--- config.mk ---
export PLATFORM = sky130hd
export DESIGN_NAME = adcf_top
export DESIGN_NICKNAME = d
export VERILOG_FILES = /design/src/hdl/adcf_pkg.sv /design/src/hdl/adcf_clk_div.sv /design/src/hdl/adcf_format.sv /design/src/hdl/adcf_top.sv
export VERILOG_INCLUDE_DIRS = /design/src /design/src/hdl
export SDC_FILE = /design/constraint.sdc
export NUM_CORES = 1
export LEC_CHECK = 0
export BUFFER_PORTS_ARGS = -buffer_cell sky130_fd_sc_hd__buf_2
export CAP_MARGIN = 5
export CELL_PAD_IN_SITES_DETAIL_PLACEMENT = 1
export CELL_PAD_IN_SITES_GLOBAL_PLACEMENT = 2
export CORE_ASPECT_RATIO = 0.75
export CORE_MARGIN = 1.5
export CORE_UTILIZATION = 28
export DETAILED_ROUTE_END_ITERATION = 12
export PLACE_DENSITY_LB_ADDON = 0.1
export SKIP_CTS_REPAIR_TIMING = 1
export SLEW_MARGIN = 10
export SYNTH_ARGS = -nofsm -noshare
export SYNTH_HDL_FRONTEND = slang
export SYNTH_SLANG_ARGS = --single-unit
export TNS_END_PERCENT = 1
--- constraint.sdc ---
create_clock -name clock -period 2.1 [get_ports clock]
set_clock_uncertainty 0.2 [all_clocks]
set_input_delay 0.315 -clock clock [delete_from_list [all_inputs] [get_ports clock]]
set_output_delay 0.315 -clock clock [all_outputs]
set_load 0.01 [all_outputs]
--- src/hdl/adcf_consts.svh ---
`ifndef ADCF_CONSTS_SVH
`define ADCF_CONSTS_SVH
// ----------------------------------------------------------------------------
// Register byte offsets
// ----------------------------------------------------------------------------
`define ADCF_OFF_CTRL      8'h00
`define ADCF_OFF_CFG       8'h04
`define ADCF_OFF_POS       8'h08
`define ADCF_OFF_NEG       8'h0C
`define ADCF_OFF_RES_HI    8'h10
`define ADCF_OFF_RES_LO    8'h14
// ----------------------------------------------------------------------------
// Field positions
// ----------------------------------------------------------------------------
`define ADCF_CTRL_EN_BIT   7
`define ADCF_CTRL_DONE_BIT 5
`define ADCF_CTRL_BUSY_BIT 4
`define ADCF_CTRL_LJ_BIT   0
`define ADCF_CFG_DIV_LSB   3
`define ADCF_CFG_DIV_MSB   7
// ----------------------------------------------------------------------------
// Reset values and codes
// ----------------------------------------------------------------------------
`define ADCF_DIV_RESET     5'h1F
`define ADCF_SEL_RESET     5'h00
`define ADCF_NEG_GND       5'h1F
`define ADCF_NEG_VREF      5'h1E
`define ADCF_POS_TEMP      5'h1E
`define ADCF_POS_SUPPLY    5'h1F
`define ADCF_SAR_FIRST     10'h200
`define ADCF_SAR_TOP_IDX   4'h9
`define ADCF_LJ_SHIFT      6
`endif

--- src/hdl/adcf_pkg.sv ---
package adcf_pkg;
   // Conversion sequencer states
   typedef enum logic [1:0] {
      ST_IDLE    = 2'b00,
      ST_TRACK   = 2'b01,
      ST_CONVERT = 2'b10,
      ST_FINISH  = 2'b11
   } adcf_state_t;
endpackage

--- src/hdl/adcf_clk_div.sv ---
`timescale 1ns/1ps
// Conversion clock: one tick every div+1 system clocks while run is high
module adcf_clk_div (
   // Clock and reset
   input  wire logic       clock,
   input  wire logic       rst,
   // Control
   input  wire logic       run,
   input  wire logic [4:0] div,
   // Tick out
   output logic            tick
);
   logic [4:0] cnt_reg;

   // Counter restarts whenever run drops so each conversion starts aligned
   always_ff @(posedge clock) begin
      if (rst || !run || tick) begin
         cnt_reg <= 5'h00;
      end else begin
         cnt_reg <= cnt_reg + 5'h01;
      end
   end

   assign tick = run && (cnt_reg == div);
endmodule // adcf_clk_div

--- src/hdl/adcf_format.sv ---
`timescale 1ns/1ps
`include "adcf_consts.svh"
// Places a 10-bit code into the 16-bit result pair
module adcf_format (
   // Inputs
   input  wire logic [9:0]  code,
   input  wire logic        diff,
   input  wire logic        ljst,
   // Result pair
   output logic      [15:0] result
);
   logic fill;

   // Upper fill is the sign only for right-justified differential data
   assign fill = diff & ~ljst & code[9]; // RL10

   genvar i;
   generate
      for (i = 0; i < 16; i = i + 1) begin : g_bit
         if (i < `ADCF_LJ_SHIFT) begin : g_lo
            assign result[i] = ljst ? 1'b0 : code[i]; // RL8 RL11 RL15
         end else if (i < 10) begin : g_mid
            assign result[i] = ljst ? code[i-`ADCF_LJ_SHIFT] : code[i]; // RL6 RL7
         end else begin : g_hi
            assign result[i] = ljst ? code[i-`ADCF_LJ_SHIFT] : fill;
         end
      end
   endgenerate
endmodule // adcf_format

--- src/hdl/adcf_top.sv ---
`timescale 1ns/1ps
`include "adcf_consts.svh"
// Overview of operation
// RL1: The converter only runs while the subsystem enable bit is 1.
// RL2: With the enable bit at 0 the converter sits powered down and does no conversion.
// RL3: Ground as negative input means single-ended mode, any other negative input means differential.
// RL4: Positive input picks port pins, temperature sensor or supply; negative picks port pins, reference or ground.
// RL5: Every finished conversion loads the result high and low bytes.
// RL6: Control bit 0 picks right (0) or left (1) justification.
// RL7: Single-ended codes are 10-bit unsigned, full scale 0x03FF right or 0xFFC0 left.
// RL8: In single-ended mode all unused result bits read zero.
// RL9: Differential codes are 10-bit two's complement, minus full scale 0xFE00 right or 0x8000 left.
// RL10: Right-justified differential results sign-extend into the high byte.
// RL11: Left-justified differential results have zero low bits.
// RL12: Software sets converter pins to analog mode and makes the crossbar skip them.
// RL13: The busy bit is 1 during a conversion and its fall sets the done flag; on an abort by clearing enable, busy falls without setting it.
// RL14: The conversion clock is the system clock divided by the divide field plus one.
// RL15: A left-justified result is the code shifted up six places with the low six bits zero.
module adcf_top (
   // Clock and reset
   input  wire logic        clock,
   input  wire logic        rst,
   // APB slave
   input  wire logic        psel,
   input  wire logic        penable,
   input  wire logic        pwrite,
   input  wire logic [7:0]  paddr,
   input  wire logic [31:0] pwdata,
   output logic             pready,
   output logic      [31:0] prdata,
   output logic             pslverr,
   // Analog core
   input  wire logic        cmp_in,
   output logic      [9:0]  dac_code,
   output logic             hold,
   output logic             power_down,
   output logic      [4:0]  positive_input,
   output logic      [4:0]  negative_input,
   output logic             diff_mode
);
   // -------------------------------------------------------------------------
   // Declarations
   // -------------------------------------------------------------------------
   adcf_pkg::adcf_state_t state_reg;
   adcf_pkg::adcf_state_t state_next;
   logic        subsystem_enable_bit_reg;
   logic        left_justify_bit_reg;
   logic        conversion_done_flag_reg;
   logic        conversion_in_progress_bit_reg;
   logic [4:0]  clock_divide_field_reg;
   logic [4:0]  positive_select_reg;
   logic [4:0]  negative_select_reg;
   logic [7:0]  result_high_byte_reg;
   logic [7:0]  result_low_byte_reg;
   logic [9:0]  trial_reg;
   logic [3:0]  idx_reg;
   logic        pready_reg;
   logic [31:0] prdata_reg;
   logic        pslverr_reg;
   logic [31:0] rd_next;
   logic        rd_err;
   logic        wr_en;
   logic        access;
   logic        start;
   logic        tick;
   logic        run;
   logic        is_diff;
   logic [9:0]  code;
   logic [15:0] formatted;
   logic [9:0]  decided;

   // -------------------------------------------------------------------------
   // APB slave
   // -------------------------------------------------------------------------
   // One wait state: ready goes high on the second access cycle
   assign access = psel && penable && !pready_reg;
   assign wr_en  = psel && penable && pready_reg && pwrite && !pslverr_reg;

   // Read mux and unmapped-address decode
   always_comb begin
      rd_next = 32'h0000_0000;
      rd_err  = 1'b0;
      unique case (paddr)
         `ADCF_OFF_CTRL: begin
            rd_next[`ADCF_CTRL_EN_BIT]   = subsystem_enable_bit_reg;
            rd_next[`ADCF_CTRL_DONE_BIT] = conversion_done_flag_reg;
            rd_next[`ADCF_CTRL_BUSY_BIT] = conversion_in_progress_bit_reg; // RL13
            rd_next[`ADCF_CTRL_LJ_BIT]   = left_justify_bit_reg;
         end
         `ADCF_OFF_CFG:    rd_next[`ADCF_CFG_DIV_MSB:`ADCF_CFG_DIV_LSB] = clock_divide_field_reg;
         `ADCF_OFF_POS:    rd_next[4:0] = positive_select_reg;
         `ADCF_OFF_NEG:    rd_next[4:0] = negative_select_reg;
         `ADCF_OFF_RES_HI: rd_next[7:0] = result_high_byte_reg;
         `ADCF_OFF_RES_LO: rd_next[7:0] = result_low_byte_reg;
         default:          rd_err = 1'b1;
      endcase
   end

   // Answer registers; read data is captured while the address is stable
   always_ff @(posedge clock) begin
      if (rst) begin
         pready_reg  <= 1'b0;
         prdata_reg  <= 32'h0000_0000;
         pslverr_reg <= 1'b0;
      end else begin
         pready_reg  <= access;
         pslverr_reg <= access && rd_err;
         if (access && !pwrite) begin
            prdata_reg <= rd_next;
         end else if (!psel) begin
            prdata_reg <= 32'h0000_0000;
         end
      end
   end

   assign pready  = pready_reg;
   assign prdata  = prdata_reg;
   assign pslverr = pslverr_reg;

   // -------------------------------------------------------------------------
   // Software-written control
   // -------------------------------------------------------------------------
   // A start is a write of 1 to the busy bit while enabled and idle
   assign start = wr_en && (paddr == `ADCF_OFF_CTRL) && pwdata[`ADCF_CTRL_BUSY_BIT]
                  && pwdata[`ADCF_CTRL_EN_BIT] && subsystem_enable_bit_reg
                  && (state_reg == adcf_pkg::ST_IDLE);

   // Control bits
   always_ff @(posedge clock) begin
      if (rst) begin
         subsystem_enable_bit_reg <= 1'b0;
         left_justify_bit_reg     <= 1'b0;
      end else if (wr_en && (paddr == `ADCF_OFF_CTRL)) begin
         subsystem_enable_bit_reg <= pwdata[`ADCF_CTRL_EN_BIT]; // RL1
         left_justify_bit_reg     <= pwdata[`ADCF_CTRL_LJ_BIT]; // RL6
      end
   end

   // Divider is locked while a conversion runs so the tick period stays fixed
   always_ff @(posedge clock) begin
      if (rst) begin
         clock_divide_field_reg <= `ADCF_DIV_RESET;
      end else if (wr_en && (paddr == `ADCF_OFF_CFG) && !conversion_in_progress_bit_reg) begin
         clock_divide_field_reg <= pwdata[`ADCF_CFG_DIV_MSB:`ADCF_CFG_DIV_LSB];
      end
   end

   // Input selections
   always_ff @(posedge clock) begin
      if (rst) begin
         positive_select_reg <= `ADCF_SEL_RESET;
         negative_select_reg <= `ADCF_SEL_RESET;
      end else begin
         if (wr_en && (paddr == `ADCF_OFF_POS)) begin
            positive_select_reg <= pwdata[4:0]; // RL4
         end
         if (wr_en && (paddr == `ADCF_OFF_NEG)) begin
            negative_select_reg <= pwdata[4:0]; // RL4
         end
      end
   end

   // Done flag: hardware set wins over a software write of 0 in the same cycle
   always_ff @(posedge clock) begin
      if (rst) begin
         conversion_done_flag_reg <= 1'b0;
      end else if (state_reg == adcf_pkg::ST_FINISH) begin
         conversion_done_flag_reg <= 1'b1; // RL13
      end else if (wr_en && (paddr == `ADCF_OFF_CTRL) && !pwdata[`ADCF_CTRL_DONE_BIT]) begin
         conversion_done_flag_reg <= 1'b0;
      end
   end

   // -------------------------------------------------------------------------
   // Conversion sequencer
   // -------------------------------------------------------------------------
   assign run     = (state_reg == adcf_pkg::ST_TRACK) || (state_reg == adcf_pkg::ST_CONVERT);
   assign is_diff = (negative_select_reg != `ADCF_NEG_GND); // RL3

   adcf_clk_div u_div (
      .clock (clock),
      .rst   (rst),
      .run   (run),
      .div   (clock_divide_field_reg), // RL14
      .tick  (tick)
   );

   // Next state; dropping the enable aborts at once
   always_comb begin
      state_next = state_reg;
      if (!subsystem_enable_bit_reg) begin
         state_next = adcf_pkg::ST_IDLE; // RL2
      end else begin
         unique case (state_reg)
            adcf_pkg::ST_IDLE:    if (start) state_next = adcf_pkg::ST_TRACK;
            adcf_pkg::ST_TRACK:   if (tick) state_next = adcf_pkg::ST_CONVERT;
            adcf_pkg::ST_CONVERT: if (tick && idx_reg == 4'h0) state_next = adcf_pkg::ST_FINISH;
            adcf_pkg::ST_FINISH:  state_next = adcf_pkg::ST_IDLE;
         endcase
      end
   end

   // State and busy bit
   always_ff @(posedge clock) begin
      if (rst) begin
         state_reg                      <= adcf_pkg::ST_IDLE;
         conversion_in_progress_bit_reg <= 1'b0;
      end else begin
         state_reg                      <= state_next;
         // Busy covers the load cycle so its fall lines up with the done flag
         conversion_in_progress_bit_reg <= (state_next != adcf_pkg::ST_IDLE); // RL13
      end
   end

   // Current trial with the bit under test decided by the comparator
   assign decided = cmp_in ? trial_reg : (trial_reg & ~(10'h001 << idx_reg));

   // Successive approximation, one bit per conversion clock, MSB first
   always_ff @(posedge clock) begin
      if (rst) begin
         trial_reg <= 10'h000;
         idx_reg   <= 4'h0;
      end else if (state_reg == adcf_pkg::ST_TRACK && tick) begin
         trial_reg <= `ADCF_SAR_FIRST;
         idx_reg   <= `ADCF_SAR_TOP_IDX;
      end else if (state_reg == adcf_pkg::ST_CONVERT && tick) begin
         if (idx_reg == 4'h0) begin
            trial_reg <= decided;
         end else begin
            trial_reg <= decided | (10'h001 << (idx_reg - 4'h1));
            idx_reg   <= idx_reg - 4'h1;
         end
      end
   end

   // -------------------------------------------------------------------------
   // Result formatting and load
   // -------------------------------------------------------------------------
   // Offset binary from the array becomes two's complement in differential mode
   assign code = is_diff ? (trial_reg ^ `ADCF_SAR_FIRST) : trial_reg; // RL9

   adcf_format u_fmt (
      .code   (code),
      .diff   (is_diff),
      .ljst   (left_justify_bit_reg),
      .result (formatted)
   );

   // Result pair loads only when a conversion completes
   always_ff @(posedge clock) begin
      if (rst) begin
         result_high_byte_reg <= 8'h00;
         result_low_byte_reg  <= 8'h00;
      end else if (state_reg == adcf_pkg::ST_FINISH) begin
         result_high_byte_reg <= formatted[15:8]; // RL5
         result_low_byte_reg  <= formatted[7:0]; // RL5
      end
   end

   // -------------------------------------------------------------------------
   // Analog core drive
   // -------------------------------------------------------------------------
   always_ff @(posedge clock) begin
      if (rst) begin
         dac_code       <= 10'h000;
         hold           <= 1'b0;
         power_down     <= 1'b1;
         positive_input <= `ADCF_SEL_RESET;
         negative_input <= `ADCF_SEL_RESET;
         diff_mode      <= 1'b0;
      end else begin
         dac_code       <= trial_reg;
         hold           <= (state_next == adcf_pkg::ST_CONVERT);
         power_down     <= !subsystem_enable_bit_reg; // RL2
         positive_input <= positive_select_reg; // RL4
         negative_input <= negative_select_reg; // RL4
         diff_mode      <= is_diff; // RL3
      end
   end

   // -------------------------------------------------------------------------
   // Assertions
   // -------------------------------------------------------------------------
   logic [5:0] gap_cnt;

   // Cycles since the last conversion clock tick
   always_ff @(posedge clock) begin
      if (rst || !run || tick) begin
         gap_cnt <= 6'h00;
      end else begin
         gap_cnt <= gap_cnt + 6'h01;
      end
   end

   property p_off_idle;
      @(posedge clock) disable iff (rst) !subsystem_enable_bit_reg |=> state_reg == adcf_pkg::ST_IDLE;
   endproperty
   a_off_idle: assert property (p_off_idle) else $error("converter active while disabled"); // RL1

   property p_off_quiet;
      @(posedge clock) disable iff (rst) !subsystem_enable_bit_reg ##1 !subsystem_enable_bit_reg
         |=> power_down && !conversion_in_progress_bit_reg && !hold;
   endproperty
   a_off_quiet: assert property (p_off_quiet) else $error("disabled converter not shut down"); // RL2

   property p_mode;
      @(posedge clock) disable iff (rst) 1'b1 |=> diff_mode == ($past(negative_select_reg) != `ADCF_NEG_GND);
   endproperty
   a_mode: assert property (p_mode) else $error("mode does not follow negative select"); // RL3

   property p_load;
      @(posedge clock) disable iff (rst) state_reg == adcf_pkg::ST_FINISH
         |=> {result_high_byte_reg, result_low_byte_reg} == $past(formatted) && conversion_done_flag_reg;
   endproperty
   a_load: assert property (p_load) else $error("result not loaded at completion"); // RL5

   property p_se_zero;
      @(posedge clock) disable iff (rst) state_reg == adcf_pkg::ST_FINISH && !is_diff
         |=> (left_justify_bit_reg ? result_low_byte_reg[5:0] == 6'h00 : result_high_byte_reg[7:2] == 6'h00);
   endproperty
   a_se_zero: assert property (p_se_zero) else $error("single-ended unused bits not zero"); // RL8

   property p_sext;
      @(posedge clock) disable iff (rst) state_reg == adcf_pkg::ST_FINISH && is_diff && !left_justify_bit_reg
         |=> result_high_byte_reg[7:2] == {6{result_high_byte_reg[1]}};
   endproperty
   a_sext: assert property (p_sext) else $error("right-justified sign extension wrong"); // RL10

   property p_lj;
      @(posedge clock) disable iff (rst) state_reg == adcf_pkg::ST_FINISH && left_justify_bit_reg
         |=> {result_high_byte_reg, result_low_byte_reg} == {$past(code), 6'h00};
   endproperty
   a_lj: assert property (p_lj) else $error("left-justified layout wrong"); // RL15

   property p_done;
      @(posedge clock) disable iff (rst) $fell(conversion_in_progress_bit_reg) && subsystem_enable_bit_reg
         |-> conversion_done_flag_reg;
   endproperty
   a_done: assert property (p_done) else $error("busy fell without done flag"); // RL13

   property p_start;
      @(posedge clock) disable iff (rst) start |=> conversion_in_progress_bit_reg [*2];
   endproperty
   a_start: assert property (p_start) else $error("start did not raise busy"); // RL13

   property p_div;
      @(posedge clock) disable iff (rst) tick |-> gap_cnt == {1'b0, clock_divide_field_reg};
   endproperty
   a_div: assert property (p_div) else $error("conversion clock period wrong"); // RL14

   property p_apb_wait;
      @(posedge clock) disable iff (rst) psel && penable && !pready |=> pready;
   endproperty
   a_apb_wait: assert property (p_apb_wait) else $error("apb answer late");

   c_se_done: cover property (@(posedge clock) disable iff (rst)
      state_reg == adcf_pkg::ST_FINISH && !is_diff);
   c_diff_lj: cover property (@(posedge clock) disable iff (rst)
      state_reg == adcf_pkg::ST_FINISH && is_diff && left_justify_bit_reg);
   c_abort: cover property (@(posedge clock) disable iff (rst)
      conversion_in_progress_bit_reg && !subsystem_enable_bit_reg);
endmodule // adcf_top

==> key figures, run 1 <==
Global route
  – First-pass GRT wire length: around 18000 um
  – Largest net degree at the start of global routing: 50
  – Vias in the first global route: about 3300
  – Initial antenna violation count: 0
  – Gr usage total: around 16%
  – Grt ovf: 0

CTS
  – Skew-Pair Late Insertion Delay: 0.35 ns
  – # clock sinks: 89
  – H-tree depth: 3
  – Clk buf depth: 2
  – CTS buffer count: 9
  – Clock tree root driver cell: clkbuf_16
  – Worst-path clk slew: around 0.070 ns
  – TritonCTS clock tree: built

STA
  – Final setup vio count: 0
  – Final min period: 1.99 ns
  – RSZ-0062 raised after global routing: false
  – Final hold viol count: 0
  – Crit share post-route: between 90% and 100%
  – Worst Max-Slew Pin Slew: 0.538 ns
  – Hold WS: 0.0144 ns
  – Maximum clock frequency: 0.502 GHz
  – Post-route setup TNS: 0 ns
  – Fin. max-slew vios: 0
  – Slew headroom: between 60 and 70%

Critical path
  – R2R cell count: 6
  – Crit. End Element: register
  – Crit-path max FO: 5
  – Critical Path RT: 2.15 ns
  – Crit path arrival time: 2.04 ns
  – Crit start category: register
  – Crit Path Category: register to register

Layout
  – Fin nets: 580
  – Final core utilization: a little over a third
  – Layout cells sized above 1: 22.0%
  – Design Area, Final: 0.00499 mm2
  – Fillers: 1701
  – Ant. Diodes: 0
  – Area Growth Syn to Fin: 21.8%

Synthesis
  – Largest cells by area after synthesis: dfxtp_1, nor2_1, mux2i_1
  – Distinct cell type count after synthesis: 56
  – Main synth FF type: dfxtp_1
  – Count of state elements after synthesis: 89
  – Yosys top cell by area: dfxtp_1
  – Post-synth EDFFs: 0
  – Number of synthesis warnings: 0
  – Seq/Total Area, Yosys: 43.5%
  – Avg Synthesized Cell Area: 9.04 um2
  – Yosys top cell area share: between 40 and 50%
  – Cell count after synthesis: 453
  – Post-Syn Area: 0.00410 mm2
  – Async S/R FF share, synth: 0%

Status
  – Status: completed

Die
  – Die area: 0.0154 mm2
  – # rows: 38
  – Ports: 103
  – Initial Util: between 20% and 30%
  – Die extent in y: 108 um
  – Core area: ~0.014 mm2
  – Die width: 143 um

Drt
  – Drt wl/cell: 15.6 um
  – Antenna viol nets, final: 0
  – Starting DRT DRC Count: 139
  – Drt pass-1 iters: 7
  – DRT Wirelength: 11300 um
  – Via count: approximately 3300
  – # DRC: 0
  – Vias per cell: 4.59

Power and ir drop
  – Worst vdd ir: between 0.3 and 0.4 mV
  – Pwr dens: 735 mW/mm2
  – Leakage: 2.08 nW

Placed design
  – Port bufs: 54
  – Area after DPL: about 0.0046 mm2
  – GP Congestion: roughly 0.80
  – Detailed Place HPWL: roughly 8600 um

Min path
  – Tightest Hold Check Type: primary input to register
  – WHS Path Cells: 2

Flow run
  – Max-cap violations: 0
-- final timing paths --
path / from / slack, ns / to
setup / recovery: pready / 0.11 / conversion_in_progress_bit_reg
hold / removal: rst / 0.01 / prdata[6]
setup reg to reg: pready / 0.11 / conversion_in_progress_bit_reg
hold reg to reg: result_high_byte_reg[5] / 0.28 / result_high_byte_reg[5]
-- routing by layer --
layer,up-vias,routed length [um],GRT usage [%],share of wire [%]
li1,1684,-,-,-
met1,1584,6120,23.0,54
met2,61,4630,22.2,41
met3,9,505,4.05,4.5
met4,0,87,3.76,0.77
met5,-,0,0,0
-- worst max-delay path, stage by stage, from the launching register on --
cell	delay, ns
dfxtp_1	0.37
and4b_1	0.20
and4_1	0.39
buf_4	0.19
nand4_1	0.12
nor2b_1	0.18
o31ai_1	0.25
-- per-stage QoR --
step	power, mW	setup WS, ns	cells
final	3.67	0.110	728
after global routing	3.81	0.00648	728
after CTS	3.73	-0.0235	727
after detailed placement	1.88	-0.00290	711
after global placement	1.88	0.0144	711
after floorplan	1.85	0.150	476
-- placed cells by master, fill, tap and decap left out, types with 10 or more instances in the layout --
cell,count
buf_2,54
dfxtp_1,89
nor2_1,60
buf_4,27
nor2b_1,23
nor3_1,14
ha_1,11
nand4_1,10
inv_1,16
nand3_1,10
a21oi_1,35
conb_1,24
nand2_1,26
mux2i_1,19
-- cell usage after synthesis (2+ instances only) --
library cell / n
nand3_1: 10
xnor2_2: 4
or3_1: 3
nand2_1: 27
and4_1: 2
mux2i_1: 19
a311oi_1: 3
xnor2_1: 4
inv_1: 16
mux2_2: 2
o21ai_1: 2
a21oi_1: 35
a22o_1: 7
ha_1: 11
buf_2: 4
o21ai_0: 7
buf_4: 25
a22oi_1: 2
clkbuf_1: 10
nor2b_1: 23
nor2_1: 60
nor3b_1: 3
nor3_1: 14
o31ai_1: 5
dfxtp_1: 89
a221oi_1: 2
nand3b_1: 3
a31oi_1: 2
a211oi_1: 7
a211o_1: 5
buf_1: 6
nand2b_1: 4
o22ai_1: 2
mux4_2: 2
xor2_1: 3
nand4_1: 10
-- layout make-up --
cell class / instances / area [um2] / share of cell area, %
inverter: 16 / 60.1 / 1.20
clock inverter: 7 / 113 / 2.26
clock buffer: 9 / 225 / 4.51
tap: 200 / 250 / 5.02
sequential: 89 / 1780 / 35.7
timing repair buffer: 81 / 473 / 9.48
multi-input combinational: 326 / 2090 / 41.8
-- cells by family after synthesis --
| group | Yosys count | synth area share (%) |
|---|---|---|
| fa+ha+maj | 11 | 3.36 |
| xor+xnor | 11 | 3.08 |
| compound gates | 88 | 14.4 |
| mux | 23 | 6.29 |
| flops | 89 | 43.5 |
| buf+inv | 61 | 8.00 |
| other cells | 1 | 0.0915 |
| simple gates | 169 | 21.3 |
-- power by group --
group	leakage [nW]	internal, mW	total, mW	switching [mW]
clock	0.161	1.07	1.83	0.762
sequential	0.717	1.69	1.69	0.00120
combinational	1.20	0.0477	0.148	0.101
No activity file was read; power rests on OpenSTA's default activity.
==> inputs of run 2 (changes only) <==
--- a/config.mk
+++ b/config.mk
@@ -6,13 +6,14 @@
 export SDC_FILE = /design/constraint.sdc
 export NUM_CORES = 1
 export LEC_CHECK = 0
+export ABC_AREA = 1
 export BUFFER_PORTS_ARGS = -buffer_cell sky130_fd_sc_hd__buf_2
 export CAP_MARGIN = 5
 export CELL_PAD_IN_SITES_DETAIL_PLACEMENT = 1
 export CELL_PAD_IN_SITES_GLOBAL_PLACEMENT = 2
 export CORE_ASPECT_RATIO = 0.75
 export CORE_MARGIN = 1.5
-export CORE_UTILIZATION = 28
+export CORE_UTILIZATION = 27
 export DETAILED_ROUTE_END_ITERATION = 12
 export PLACE_DENSITY_LB_ADDON = 0.1
 export SKIP_CTS_REPAIR_TIMING = 1
@@ -20,4 +21,4 @@
 export SYNTH_ARGS = -nofsm -noshare
 export SYNTH_HDL_FRONTEND = slang
 export SYNTH_SLANG_ARGS = --single-unit
-export TNS_END_PERCENT = 1
+export TNS_END_PERCENT = 20
==> key figures, run 2 <==
Placed design
  – Port bufs: 54 (unchanged)
  – Detailed Place HPWL: 9990 um (+17%)
  – GP Congestion: 0.822 (+2.5%)

Drt
  – Met3 Wirelength: 432 um (-14%)
  – Via count: 3973 (+19%)
  – DR top layer: met4
  – Drt pass-1 iters: 4 (-3)
  – Antenna viol nets, final: 0 (unchanged)
  – Detail Route met2 WL: 5440 um (+17%)
  – Vias per cell: 4.59 (about the same)
  – DRT Wirelength: 13000 um (+15%)
  – Wl on met1: 7020 um (+15%)
  – # DRC: 0 (unchanged)
  – Drt wl/cell: 15.0 um (-3.5%)
  – Starting DRT DRC Count: 167 (+20%)

STA
  – Final hold viol count: 0 (unchanged)
  – Final min period: 1.94 ns (-0.0478 ns)
  – Fin. max-slew vios: 0 (unchanged)
  – RSZ-0062 raised after global routing: false
  – Slew headroom: 63.6% (-0.52 points)
  – Worst Max-Slew Pin Slew: 0.545 ns (+0.00714 ns)
  – Crit share post-route: 92.5% (-2.3 points)
  – Post-route setup TNS: 0 ns (unchanged)
  – Hold WS: 0.0521 ns (+0.0377 ns)
  – Final setup vio count: 0 (unchanged)
  – Maximum clock frequency: 0.515 GHz (+2.5%)

Synthesis
  – Yosys top cell by area: dfxtp_1
  – Post-synth EDFFs: 0 (unchanged)
  – Top cells by count, synth: nand2_1, dfxtp_1, inv_1
  – Yosys top cell area share: 41.4% (-2.1 points)
  – Count of state elements after synthesis: 89 (unchanged)
  – Count leader, synth: nand2_1
  – Cell count after synthesis: 590 (+30%)
  – Async S/R FF share, synth: 0% (unchanged)
  – Avg Synthesized Cell Area: 7.29 um2 (-19%)
  – Seq/Total Area, Yosys: 41.4% (-2.1 points)
  – Main synth FF type: dfxtp_1
  – Number of synthesis warnings: 0 (unchanged)
  – Largest cells by area after synthesis: dfxtp_1, nand2_1, nand3_1
  – Post-Syn Area: 0.00430 mm2 (+4.9%)
  – Distinct cell type count after synthesis: 34 (-39%)

Layout
  – Area Growth Syn to Fin: 19.8%
  – Ant. Diodes: 0 (unchanged)
  – Multi-input gate area: 0.00208 mm2 (-0.54%)
  – Fin nets: 714 (+23%)
  – Reg area: 0.00178 mm2 (about the same)
  – Commonest non-fill, non-tap cell in the layout: nand2_1
  – Fillers: 1952 (+15%)
  – Most frequent cells in the layout: nand2_1, dfxtp_1, inv_1, nand3_1, buf_2
  – Layout cells sized above 1: 19.5% (-2.5 points)

Global route
  – Grt ovf: 0 (unchanged)
  – Gr usage total: 16.1% (+0.54 points)
  – Initial antenna violation count: 0 (unchanged)
  – Vias in the first global route: 3850 (+18%)
  – First-pass GRT wire length: 20600 um (+13%)
  – Largest net degree at the start of global routing: 39 (-22%)

Critical path
  – Crit. End Element: register
  – Crit start category: register
  – Worst path cell trace: inv_1 -> ha_4 -> nand2_1 -> nor2_4 -> nand3_4 -> nor2_4 -> buf_4 -> nor2_1 -> o21ai_1 -> inv_1
  – Critical Path RT: 2.15 ns (about the same)
  – Crit Path Category: register to register
  – Crit path arrival time: 1.99 ns (-0.05 ns)
  – Crit path max-delay cell type: dfxtp_1
  – Slowest cell delay on critical path: 0.36 ns (-0.03 ns)
  – Crit-path max FO: 5 (unchanged)

CTS
  – # clock sinks: 89 (unchanged)
  – H-tree depth: 3 (unchanged)
  – Skew-Pair Late Insertion Delay: 0.35 ns (about the same)
  – CTS buffer count: 9 (unchanged)
  – TritonCTS clock tree: built
  – Worst-path clk slew: 0.07 ns (about the same)
  – Clk buf depth: 2 (unchanged)
  – Clock tree root driver cell: clkbuf_16

Power and ir drop
  – Share of power burned in registers: 47.4% (+1.3 points)
  – Sw Ratio: 22.4% (-1.1 points)
  – Pwr dens: 693 mW/mm2 (-5.7%)
  – Worst vdd ir: 0.341 mV (-13%)
  – Comb pwr share: 3.8% (-0.2 points)
  – P_int: 2.77 mW (-1.3%)
  – Clock Power Share: 48.8% (-1.1 points)
  – Leakage: 2.19 nW (+5.5%)
  – Net Switching: 0.802 mW (-7.2%)

Status
  – Status: completed

Min path
  – Tightest Hold Check Type: primary input to register

Die
  – Initial Util: 27.9% (-0.65 points)
  – # rows: 39 (+2.6%)
  – Die area: 0.0167 mm2 (+8.6%)
  – Die width: 149 um (+4.2%)
  – Core area: 0.0154 mm2 (+7.4%)
  – Die extent in y: 112 um (+4.2%)
  – Ports: 103 (unchanged)

Flow run
  – Max-cap violations: 0 (unchanged)
## run 2: cell types whose count changed in the layout (fill, tap and decap cells not counted), moves of 10 or more
cell,before,now
nor2b_1,23,0
mux2i_1,19,0
o21ai_0,7,44
inv_2,0,12
a21oi_1,35,47
nor3_1,14,4
buf_4,27,17
inv_1,16,65
nand3_1,10,58
nand2_1,26,101
## run 2: stage by stage
step                      utilization [%]  cell area [um2]  power [mW]  instances  worst slack [ns]
final                                33.4             5150        3.57        866             0.158
after global routing                 33.4             5150        3.73        866           0.00729
after CTS                            33.2             5120        3.62        865            0.0901
after detailed placement             31.1             4800        1.87        850             0.106
after global placement               31.1             4800        1.86        850             0.144
after floorplan                         -             4390        1.84        613             0.310
## run 2: kinds of logic after synthesis
family                   Yosys count  synth area share, %
XOR/XNOR                           3                0.786
flip-flops                        89                 41.4
AO/OA/AOI/OAI                    121                 15.3
buffers and inverters            117                 12.7
AND/OR/NAND/NOR                  248                 26.4
other                              1               0.0872
adder cells (fa/ha/maj)           11                 3.20
## run 2: worst paths after layout
path	from	endpoint	slack, ns	depth (start not counted)
worst max-delay path	state_reg[1]	idx_reg[3]	0.16	10
worst min-delay path	pwdata[6]	clock_divide_field_reg[3]	0.05	3
worst max register to register	state_reg[1]	idx_reg[3]	0.16	10
worst min register to register	positive_select_reg[4]	positive_input[4]	0.24	2
## run 2: area by class of cell
type	instances	share of cell area [%]
Multi-Input combinational cell	407	40.3
Timing Repair Buffer	73	8.33
Clock buffer	9	4.37
Sequential cell	89	34.6
Clock inverter	6	1.80
Inverter	77	5.61
Tap cell	205	4.98
## run 2: per-layer routing
layer	track usage, %	vias up
li1	-	2005
met1	23.8	1890
met2	23.8	69
met3	3.29	9
met4	3.96	0
met5	0	-
## run 2: critical path: cells and delay by family (launching register included)
| kind | cells | cell delay, ns |
|---|---|---|
| adder cells (fa/ha/maj) | 1 | 0.29 |
| flip-flops | 1 | 0.36 |
| AO/OA/AOI/OAI | 1 | 0.13 |
| AND/OR/NAND/NOR | 5 | 0.56 |
| buffers and inverters | 3 | 0.29 |
## run 2: power groups by stage
stage          sequential [mW]  combinational (mW)  clock, mW
5_1_grt                   1.69               0.152       1.89
2_1_floorplan             1.73               0.106          0
6_report                  1.69               0.136       1.74
3_3_place_gp              1.73               0.134          0
4_1_cts                   1.69               0.137       1.80
3_5_place_dp              1.73               0.136          0
